--- src/jfa_defs.vh ---
// constants for the test-port flash access block
// assumes inclusion by the design and the bench, guarded against repeats
`ifndef JFA_DEFS_VH
`define JFA_DEFS_VH
// ----------------------------------------------------------------
// shift word layout
// ----------------------------------------------------------------
`define JFA_DR_W 20
`define JFA_OPC_HI 19
`define JFA_OPC_LO 18
`define JFA_WDATA_MSB 17
`define JFA_OPC_READ 2'h2
`define JFA_OPC_WRITE 2'h3
// ----------------------------------------------------------------
// instruction register and indirect target codes
// ----------------------------------------------------------------
`define JFA_IR_W 4
`define JFA_IR_CAPTURE 4'h1
`define JFA_IR_RESET 4'hf
`define JFA_SEL_CTRL 4'h4
`define JFA_SEL_DATA 4'h5
`define JFA_SEL_ADDR 4'h6
`define JFA_SEL_DEBUG 4'h8
// ----------------------------------------------------------------
// register fields and reset values
// ----------------------------------------------------------------
`define JFA_CTRL_RST 8'h00
`define JFA_ADDR_RST 16'h0000
`define JFA_DATA_RST 8'h00
`define JFA_CTRL_SCRATCH 7
`define JFA_WRMD_NONE 3'h0
`define JFA_WRMD_PROG 3'h1
`define JFA_WRMD_ERASE 3'h2
`define JFA_RDMD_NONE 4'h0
`define JFA_RDMD_BLOCK 4'h1
`define JFA_RDMD_SINGLE 4'h2
`define JFA_ERASE_KEY 8'ha5
// ----------------------------------------------------------------
// flash command codes
// ----------------------------------------------------------------
`define JFA_FCMD_READ 2'h0
`define JFA_FCMD_PROG 2'h1
`define JFA_FCMD_ERASE 2'h2
`endif

--- src/jfa_regs.v ---
// test-port flash access registers and debug halt control
// assumes the test pins come from outside and a flash macro on ref_clk
`include "jfa_defs.vh"
module jfa_regs (
  // clock and reset
  input wire ref_clk,
  input wire rst_n,
  // test access port pins
  input wire tck,
  input wire tms,
  input wire tdi,
  output wire tdo,
  output wire tdo_oe,
  // flash macro port
  output wire fl_req,
  output wire [1:0] fl_cmd,
  output wire [15:0] fl_addr,
  output wire [7:0] fl_wdata,
  output wire fl_scratch,
  input wire fl_done,
  input wire fl_fail,
  input wire [7:0] fl_rdata,
  // core debug control
  input wire core_halted,
  input wire core_stepping,
  output wire core_halt_req,
  output wire core_step,
  output wire watchdog_suspend,
  output wire periph_run
);
  // tap states
  localparam ST_RESET = 4'h0, ST_IDLE = 4'h1, ST_SEL_DR = 4'h2, ST_CAP_DR = 4'h3;
  localparam ST_SH_DR = 4'h4, ST_EX1_DR = 4'h5, ST_PAU_DR = 4'h6, ST_EX2_DR = 4'h7;
  localparam ST_UPD_DR = 4'h8, ST_SEL_IR = 4'h9, ST_CAP_IR = 4'ha, ST_SH_IR = 4'hb;
  localparam ST_EX1_IR = 4'hc, ST_PAU_IR = 4'hd, ST_EX2_IR = 4'he, ST_UPD_IR = 4'hf;

  // ----------------------------------------------------------------
  // pin synchronisers and test clock edges
  // ----------------------------------------------------------------
  reg [2:0] tck_sync_ff;
  reg [1:0] tms_sync_ff;
  reg [1:0] tdi_sync_ff;
  wire tck_rise = tck_sync_ff[1] & ~tck_sync_ff[2];
  wire tck_fall = ~tck_sync_ff[1] & tck_sync_ff[2];
  wire tms_s = tms_sync_ff[1];
  wire tdi_s = tdi_sync_ff[1];

  // two stages per pin, third tck stage for edge finding
  always @(posedge ref_clk or negedge rst_n) begin
    if (!rst_n) begin
      tck_sync_ff <= 3'h0;
      tms_sync_ff <= 2'h3;
      tdi_sync_ff <= 2'h3;
    end else begin
      tck_sync_ff <= {tck_sync_ff[1:0], tck};
      tms_sync_ff <= {tms_sync_ff[0], tms};
      tdi_sync_ff <= {tdi_sync_ff[0], tdi};
    end
  end

  // ----------------------------------------------------------------
  // tap controller
  // ----------------------------------------------------------------
  reg [3:0] tap_ff;
  reg [3:0] nxt_tap;

  // standard sixteen-state walk on tms
  always @* begin
    nxt_tap = tap_ff;
    case (tap_ff)
      ST_RESET: nxt_tap = tms_s ? ST_RESET : ST_IDLE;
      ST_IDLE: nxt_tap = tms_s ? ST_SEL_DR : ST_IDLE;
      ST_SEL_DR: nxt_tap = tms_s ? ST_SEL_IR : ST_CAP_DR;
      ST_CAP_DR: nxt_tap = tms_s ? ST_EX1_DR : ST_SH_DR;
      ST_SH_DR: nxt_tap = tms_s ? ST_EX1_DR : ST_SH_DR;
      ST_EX1_DR: nxt_tap = tms_s ? ST_UPD_DR : ST_PAU_DR;
      ST_PAU_DR: nxt_tap = tms_s ? ST_EX2_DR : ST_PAU_DR;
      ST_EX2_DR: nxt_tap = tms_s ? ST_UPD_DR : ST_SH_DR;
      ST_UPD_DR: nxt_tap = tms_s ? ST_SEL_DR : ST_IDLE;
      ST_SEL_IR: nxt_tap = tms_s ? ST_RESET : ST_CAP_IR;
      ST_CAP_IR: nxt_tap = tms_s ? ST_EX1_IR : ST_SH_IR;
      ST_SH_IR: nxt_tap = tms_s ? ST_EX1_IR : ST_SH_IR;
      ST_EX1_IR: nxt_tap = tms_s ? ST_UPD_IR : ST_PAU_IR;
      ST_PAU_IR: nxt_tap = tms_s ? ST_EX2_IR : ST_PAU_IR;
      ST_EX2_IR: nxt_tap = tms_s ? ST_UPD_IR : ST_SH_IR;
      default: nxt_tap = tms_s ? ST_SEL_DR : ST_IDLE;
    endcase
  end

  // ----------------------------------------------------------------
  // register state
  // ----------------------------------------------------------------
  reg [`JFA_IR_W-1:0] ir_sh_ff;
  reg [`JFA_IR_W-1:0] ir_ff;
  reg [`JFA_DR_W-1:0] dr_sh_ff;
  reg tdo_ff;
  reg tdo_oe_ff;
  reg [7:0] ctrl_ff;
  reg [15:0] addr_ff;
  reg [7:0] data_ff;
  reg fail_ff;
  reg busy_ff;
  reg unread_ff;
  reg [1:0] cmd_ff;
  reg halt_req_ff;
  reg step_ff;
  reg wdt_susp_ff;

  wire [2:0] wr_mode = ctrl_ff[6:4];
  wire [3:0] rd_mode = ctrl_ff[3:0];
  wire [9:0] data_reg = {data_ff, fail_ff, busy_ff};
  wire [1:0] opc = dr_sh_ff[`JFA_OPC_HI:`JFA_OPC_LO];
  wire [7:0] wbyte = dr_sh_ff[`JFA_WDATA_MSB -: 8];
  wire upd_dr = tck_rise && (tap_ff == ST_UPD_DR);
  wire cap_dr = tck_rise && (tap_ff == ST_CAP_DR);
  wire sel_data = (ir_ff == `JFA_SEL_DATA);

  // right-justified read data for the selected target
  reg [17:0] rd_word;
  always @* begin
    rd_word = 18'h00000;
    if (ir_ff == `JFA_SEL_CTRL) begin
      rd_word = {10'h000, ctrl_ff};
    end else if (ir_ff == `JFA_SEL_DATA) begin
      rd_word = {8'h00, data_reg};
    end else if (ir_ff == `JFA_SEL_ADDR) begin
      rd_word = {2'h0, addr_ff};
    end else if (ir_ff == `JFA_SEL_DEBUG) begin
      rd_word = {14'h0000, core_stepping, core_halted, halt_req_ff, 1'b0};
    end
  end

  // commands accepted only while idle
  wire go_write = upd_dr && (opc == `JFA_OPC_WRITE) && !busy_ff;
  wire go_read = upd_dr && (opc == `JFA_OPC_READ) && !busy_ff;
  wire start_prog = go_write && sel_data && (wr_mode == `JFA_WRMD_PROG);
  wire start_erase = go_write && sel_data && (wr_mode == `JFA_WRMD_ERASE)
    && (wbyte == `JFA_ERASE_KEY);
  wire start_read = go_read && sel_data && ((rd_mode == `JFA_RDMD_BLOCK)
    || ((rd_mode == `JFA_RDMD_SINGLE) && !unread_ff));

  // ----------------------------------------------------------------
  // tap shifting and tdo launch on falling test clock
  // ----------------------------------------------------------------
  always @(posedge ref_clk or negedge rst_n) begin
    if (!rst_n) begin
      tap_ff <= ST_RESET;
      ir_sh_ff <= `JFA_IR_RESET;
      ir_ff <= `JFA_IR_RESET;
      dr_sh_ff <= {`JFA_DR_W{1'b0}};
      tdo_ff <= 1'b0;
      tdo_oe_ff <= 1'b0;
    end else begin
      if (tck_rise) begin
        tap_ff <= nxt_tap;
        if (tap_ff == ST_RESET) begin
          ir_ff <= `JFA_IR_RESET;
        end else if (tap_ff == ST_CAP_IR) begin
          ir_sh_ff <= `JFA_IR_CAPTURE;
        end else if (tap_ff == ST_SH_IR) begin
          ir_sh_ff <= {tdi_s, ir_sh_ff[`JFA_IR_W-1:1]};
        end else if (tap_ff == ST_UPD_IR) begin
          ir_ff <= ir_sh_ff;
        end else if (tap_ff == ST_CAP_DR) begin
          dr_sh_ff <= {1'b0, rd_word, busy_ff};
        end else if (tap_ff == ST_SH_DR) begin
          dr_sh_ff <= {tdi_s, dr_sh_ff[`JFA_DR_W-1:1]};
        end
      end
      if (tck_fall) begin
        tdo_oe_ff <= (tap_ff == ST_SH_DR) || (tap_ff == ST_SH_IR);
        tdo_ff <= (tap_ff == ST_SH_IR) ? ir_sh_ff[0] : dr_sh_ff[0];
      end
    end
  end

  // ----------------------------------------------------------------
  // indirect registers and flash sequencing
  // ----------------------------------------------------------------
  always @(posedge ref_clk or negedge rst_n) begin
    if (!rst_n) begin
      ctrl_ff <= `JFA_CTRL_RST;
      addr_ff <= `JFA_ADDR_RST;
      data_ff <= `JFA_DATA_RST;
      fail_ff <= 1'b0;
      busy_ff <= 1'b0;
      unread_ff <= 1'b0;
      cmd_ff <= `JFA_FCMD_READ;
      halt_req_ff <= 1'b0;
      step_ff <= 1'b0;
    end else begin
      step_ff <= 1'b0;
      if (busy_ff && fl_done) begin
        // result and fail land in the same edge busy drops
        fail_ff <= fl_fail;
        busy_ff <= 1'b0;
        if (cmd_ff == `JFA_FCMD_READ) begin
          data_ff <= fl_rdata;
          unread_ff <= 1'b1;
        end
        if (cmd_ff != `JFA_FCMD_ERASE) begin
          addr_ff <= addr_ff + 16'h0001;
        end
      end else if (go_write) begin
        if (ir_ff == `JFA_SEL_CTRL) begin
          ctrl_ff <= wbyte;
        end else if (ir_ff == `JFA_SEL_ADDR) begin
          addr_ff <= dr_sh_ff[`JFA_WDATA_MSB -: 16];
        end else if (ir_ff == `JFA_SEL_DATA) begin
          data_ff <= wbyte;
        end else if (ir_ff == `JFA_SEL_DEBUG) begin
          halt_req_ff <= dr_sh_ff[`JFA_WDATA_MSB];
          step_ff <= dr_sh_ff[`JFA_WDATA_MSB-1];
        end
        if (start_prog || start_erase) begin
          busy_ff <= 1'b1;
          cmd_ff <= start_prog ? `JFA_FCMD_PROG : `JFA_FCMD_ERASE;
        end
      end else if (start_read) begin
        busy_ff <= 1'b1;
        cmd_ff <= `JFA_FCMD_READ;
      end else if (cap_dr && sel_data && !busy_ff) begin
        unread_ff <= 1'b0;
      end
    end
  end

  // ----------------------------------------------------------------
  // debug side effects
  // ----------------------------------------------------------------
  always @(posedge ref_clk or negedge rst_n) begin
    if (!rst_n) begin
      wdt_susp_ff <= 1'b0;
    end else begin
      wdt_susp_ff <= core_halted | core_stepping;
    end
  end

  // outputs
  assign tdo = tdo_ff;
  assign tdo_oe = tdo_oe_ff;
  assign fl_req = busy_ff;
  assign fl_cmd = cmd_ff;
  assign fl_addr = addr_ff;
  assign fl_wdata = data_ff;
  assign fl_scratch = ctrl_ff[`JFA_CTRL_SCRATCH];
  assign core_halt_req = halt_req_ff;
  assign core_step = step_ff;
  assign watchdog_suspend = wdt_susp_ff;
  assign periph_run = 1'b1;
endmodule // jfa_regs

--- config.mk ---
export PLATFORM = sky130hd
export DESIGN_NAME = jfa_regs
export DESIGN_NICKNAME = d
export VERILOG_FILES = /design/src/jfa_regs.v
export VERILOG_INCLUDE_DIRS = /design/src
export SDC_FILE = /design/constraint.sdc
export NUM_CORES = 1
export LEC_CHECK = 0
export ABC_AREA = 1
export BUFFER_PORTS_ARGS = -buffer_cell sky130_fd_sc_hd__buf_4
export CAP_MARGIN = 20
export CORE_UTILIZATION = 42
export DETAILED_ROUTE_END_ITERATION = 6
export PLACE_DENSITY = 0.72
export SLEW_MARGIN = 20
export SYNTH_ARGS = -nofsm -noshare
export SYNTH_HDL_FRONTEND = slang
export SYNTH_SLANG_ARGS = --single-unit
--- constraint.sdc ---
create_clock -name ref_clk -period 2 [get_ports ref_clk]
set_input_delay 0.1 -clock ref_clk [delete_from_list [all_inputs] [get_ports ref_clk]]
set_output_delay 0.1 -clock ref_clk [all_outputs]
set_load 0.02 [all_outputs]
### After elaboration in Yosys (flattened, before gate mapping)

Cells that the tools add are included.

| operators by class | value |
|---|---|
| add/subtract/negate cells | 1 |
| equality and inequality tests | 36 |
| muxes and demuxes | 56 |
| bitwise logic cells | 13 |
| reduce and logical (&&, ||, !) cells | 44 |

Operator list:

| cell | number |
|---|---|
| $mux W16 | 8 |
| $mux W8 | 6 |
| $mux W4 | 11 |
| $pmux W4 S11 | 1 |
| $mux W20 | 2 |
| $eq A4 B4 Y1 const B | 9 |
| $eq A4 B3 Y1 const B | 7 |
| $mux W1 | 19 |
| $add A16 B1 Y16 const B | 1 |
| $logic_and A1 B1 Y1 | 16 |
| $reduce_bool A2 Y1 | 8 |
| $mux W2 | 7 |
| $eq A4 B2 Y1 const B | 3 |
| $reduce_and A4 Y1 | 3 |
| $reduce_and A6 Y1 | 2 |
| $ne A2 B1 Y1 const B | 5 |
| $ne A2 B2 Y1 const B | 5 |
| $not A1 Y1 | 10 |
| $reduce_and A3 Y1 | 3 |
| $eq A8 B8 Y1 const B | 1 |
| $mux W3 | 2 |
| $reduce_and A5 Y1 | 1 |
| $eq A2 B2 Y1 const B | 2 |
| $eq A4 B1 Y1 const B | 1 |
| other kinds (12) | 17 |

| word-level totals | value |
|---|---|
| register bits after elaboration | 81 |
| logic and storage cells | 169 |

### Depth between registers and ports, before layout

| depth | value |
|---|---|
| depth after elaboration | 12 |
| mapped depth | 10 |
| depth with buffers taken out | 10 |

### Least setup slack after synthesis

OpenSTA, ideal clock, no wires.

| path | value |
|---|---|
| path type | flip-flop to flip-flop |
| start point | register ir_ff[2] |
| end point | register addr_ff[8], in the netlist fl_addr[8] |
| library setup time | 127 ps |
| arrival time | 1476 ps |
| required time | 1873 ps |
| setup slack | 397 ps |
| cell stages (with the launch flop) | 9 |
| path buffers | 1 |
| clock period less this slack | 1603 ps |
| cell sequence | dfstp_2 inv_1 nor2_1 nand3_1 inv_1 nand4_2 nand2_2 buf_4 o21ai_0 |

| between the ends | value |
|---|---|
| word-level cells in the longest chain between the ends | 3 |

RTL lines:

| element | line | RTL |
|---|---|---|
| from (decl) | jfa_regs.v:94 | `` reg [`JFA_IR_W-1:0] ir_ff; `` |
| from (signal assigned) | jfa_regs.v:149 | `` ir_ff <= `JFA_IR_RESET; `` |
| from (signal assigned) | jfa_regs.v:157 | `` ir_ff <= `JFA_IR_RESET; `` |
| from (signal assigned) | jfa_regs.v:163 | `ir_ff <= ir_sh_ff;` |
| $eq A4 B3 Y1 (no source line) | n/a |  |
| $ne A2 B2 Y1 (no source line) / $reduce_bool A2 Y1 (equally long branches) | n/a |  |
| $reduce_and A4 Y1 (no source line) (*) | n/a |  |
| to (signal assigned) | jfa_regs.v:183 | `` addr_ff <= `JFA_ADDR_RST; `` |
| to (signal assigned) | jfa_regs.v:202 | `addr_ff <= addr_ff + 16'h0001;` |
| to (signal assigned) | jfa_regs.v:208 | `` addr_ff <= dr_sh_ff[`JFA_WDATA_MSB -: 16]; `` |
| to (decl) | jfa_regs.v:99 | `reg [15:0] addr_ff;` |

Every way passes the cells marked *; elsewhere a longest branch is shown, timed or not.
A chain may end at the register's enable or synchronous reset.

### Worst setup path in the final report

| path | value |
|---|---|
| start point | register ir_ff[2] |
| end point | register addr_ff[15], in the netlist fl_addr[15] |

The elaborated chain is that of the path after synthesis.

==> summary.txt <==
Synth
  – Synth unique cells: 38
  – Cell Area, Synth: 0.00448 mm2
  – Syn_area_per_cell: 7.23 um2
  – Synth top area share: 38.6%
  – Main flop type after synthesis: dfrtp_1
  – Cell count after synthesis: 619
  – Largest area contributor in the netlist: dfrtp_1
  – Top post-synthesis cells by area: dfrtp_1, nand2_1, dfstp_2, o21ai_0, nand3_1
  – Async S/R FF share, synth: 100%
  – Post-synth EDFFs: 0
  – Synthesized net count: 637
  – Seq/Total Area, Yosys: 45.6%
  – Yosys reg bits: 81
  – YS warnings: 0

Routing
  – Via Count: 4397
  – Pre-antenna DRT Iters: 5
  – Vias per cell: 5.32
  – Initial detailed-routing violation count: 392
  – DRT Wirelength: 12600 um
  – Post-DRT Antenna Nets: 0
  – Residual DRC: 0
  – Routed wire per std cell: 15.2 um

Finish
  – ANT cells: 0
  – Nets@finish: 704
  – Layout Area Growth over Synthesis: 19.3%
  – Share of cells above drive strength 1: 16.5%
  – Core Util, Final: 51.7%

STA
  – RSZ-0062 raised after global routing: no
  – Fin. Hold Viols: 0
  – Clk_skew: 11.2 ps
  – Max_slew headroom: 64.7%
  – Slew Limit Fails: 0
  – TNS Setup: 0 ps
  – Min Clock Period, post-route: 1810 ps
  – Max Freq: 552 MHz
  – Slew @ Worst Pin: 529 ps
  – Setup violation total in the final timing report: 0
  – Period utilization: 90.7%

Status
  – Status: complete, no violations

Clock network
  – Clock Tree Root: clkbuf_8
  – Setup bufs post-CTS: 0
  – Sink Count: 81
  – H-tree depth: 3
  – Clock tree buffer depth: 2
  – Reg clk slew, reported paths: 90 ps
  – CTS-repair resized insts: 0
  – CTS tree: built
  – Clock Latency Late Sink: 360 ps
  – CTS Hold Bufs: 7
  – CTS buffer count: 9

Worst setup path
  – Crit-path max FO: 9
  – Crit path kind: reg -> reg
  – Worst R2R Start: ir_ff[2]$_DFFE_PN1P_
  – Crit. Startpoint: ir_ff[2]$_DFFE_PN1P_
  – Worst EP required: 2260 ps
  – Setup crit start kind: flop
  – Crit end category: flop
  – Arr. time, crit path: 2070 ps

Pwr
  – Tot Pwr: 5.76 mW
  – Power per Cell Area: 1080 mW/mm2
  – Leakage: 2.58 nW
  – Sw Ratio: 40.2%
  – Pint: 3.44 mW
  – Peak VDD IR: 0.513 mV
  – Logic gate share of total power: 35.6%
  – Clock Power Share: 21.8%
  – Psw: 2.32 mW
  – Sequential Power Share: 42.7%

Global route
  – Initial antenna violation count: 0
  – Vias in the first global route: 4006
  – Total gr overflow: 0
  – Pin count of the biggest net entering global routing: 44
  – First-pass GRT wire length: 20500 um
  – GRT Util Overall: 23.9%

Worst hold path
  – Hold_sp: fl_rdata[6]
  – Min-Delay Path Class: in -> reg

Flow run
  – MaxCap Viol Count: 0

Placement
  – HPWL Detailed: 9520 um
  – Port bufs: 49
  – Final GP Congestion: 0.933

Die
  – Die height: 105 um
  – I/O pin count: 51
  – Row cnt: 37
  – Die area: 0.0111 mm2
  – Die Wd: 105 um
  – Core Region: 0.0103 mm2
  – Starting Density: 43.4%
cell usage in the layout (no fill, tap or decap), drive strengths merged, types with 12 or more instances in the layout:
| cell | netlist | layout |
|---|---|---|
| nand2 | 233 | 233 |
| o21ai | 63 | 63 |
| buf | 11 | 65 |
| dfstp | 12 | 12 |
| inv | 55 | 55 |
| dfrtp | 69 | 69 |
| clkbuf | 5 | 12 |
| nor2 | 61 | 61 |
| a21oi | 25 | 25 |
| nand3 | 45 | 45 |
power by group through the flow:
| stage | Combinational [mW] | Clock (mW) | Sequential [mW] |
|---|---|---|---|
| 2_1_floorplan | 1.17 | 0 | 2.52 |
| 3_3_place_gp | 1.98 | 0 | 2.46 |
| 3_5_place_dp | 2.00 | 0 | 2.48 |
| 4_1_cts | 2.03 | 1.28 | 2.44 |
| 5_1_grt | 2.28 | 1.35 | 2.51 |
| 6_report | 2.05 | 1.25 | 2.46 |
cell families after synthesis:
| kind of cell | Yosys count | synth area share (%) |
|---|---|---|
| adder cells (fa/ha/maj) | 1 | 0.280 |
| XOR/XNOR | 2 | 0.391 |
| buffers and inverters | 72 | 6.82 |
| AO/OA/AOI/OAI | 106 | 12.9 |
| AND/OR/NAND/NOR | 356 | 33.9 |
| flip-flops | 81 | 45.6 |
| other | 1 | 0.0838 |
sequential cells by signal (all words and copies together) (netlist names), 2 cells and up:
| signal | flops |
|---|---|
| ctrl_ff | 8 |
| dr_sh_ff | 20 |
| fl_addr | 16 |
| fl_cmd | 2 |
| fl_wdata | 8 |
| ir_ff | 4 |
| ir_sh_ff | 4 |
| tap_ff | 4 |
| tck_sync_ff | 3 |
| tdi_sync_ff | 2 |
| tms_sync_ff | 2 |
worst max-delay path, cell delays in order (launching register included):
cell and delay (ps):
dfstp_2 540, inv_1 40, nor2_1 160, nand3_1 130, inv_1 150, nand4_2 110, nand2_2 220, inv_1 210
nand2_1 100, nand2_1 50
per-layer routing:
metal  vias to the layer above  share of wire [%]  GRT usage, %
li1                       2140                  -             -
met1                      2065                 48          36.2
met2                       174                 44          34.8
met3                        18                6.0          2.97
met4                         0                1.5          8.95
met5                         -                  0             0
final cells by class:
cell class / count / area [um2]
clock inverter: 4 / 51.3
sequential: 81 / 2040
inverter: 56 / 210
fill: 1006 / 4980
clock buffer: 12 / 155
tap: 136 / 170
timing repair buffer: 72 / 583
multi-input combinational: 466 / 2130
final timing paths:
check                                            to  slack (ps)  depth (start not counted)
setup / recovery            fl_addr[15]$_DFFE_PN0P_         190                          9
hold / removal              fl_wdata[6]$_DFFE_PN0P_          90                          5
setup reg to reg            fl_addr[15]$_DFFE_PN0P_         190                          9
hold reg to reg            tck_sync_ff[1]$_DFF_PN0_         360                          0
max in group asynchronous  tms_sync_ff[0]$_DFF_PN1_        1070                          3
min in group asynchronous    fl_addr[7]$_DFFE_PN0P_         250                          2
metrics by stage:
step           hold slack [ps]  instances  area (um2)  setup WS [ps]
2_1_floorplan             -196        619        4480            397
3_3_place_gp               113        804        5060            231
3_5_place_dp               118        804        5060            228
4_1_cts                   73.9        827        5340            207
5_1_grt                    112        827        5340           32.3
6_report                  93.3        827        5340            187
cells in the mapped netlist, types with 5 or more instances:
cell / count
inv_2: 5
dfstp_2: 12
o22ai_1: 6
dfrtp_1: 69
nand2_1: 228
clkbuf_1: 5
inv_1: 50
o21ai_0: 56
nand4_1: 9
nor2_1: 55
nand3_1: 43
o21ai_1: 6
a21oi_1: 25
Note: power is estimated with default switching activity, not from simulation.
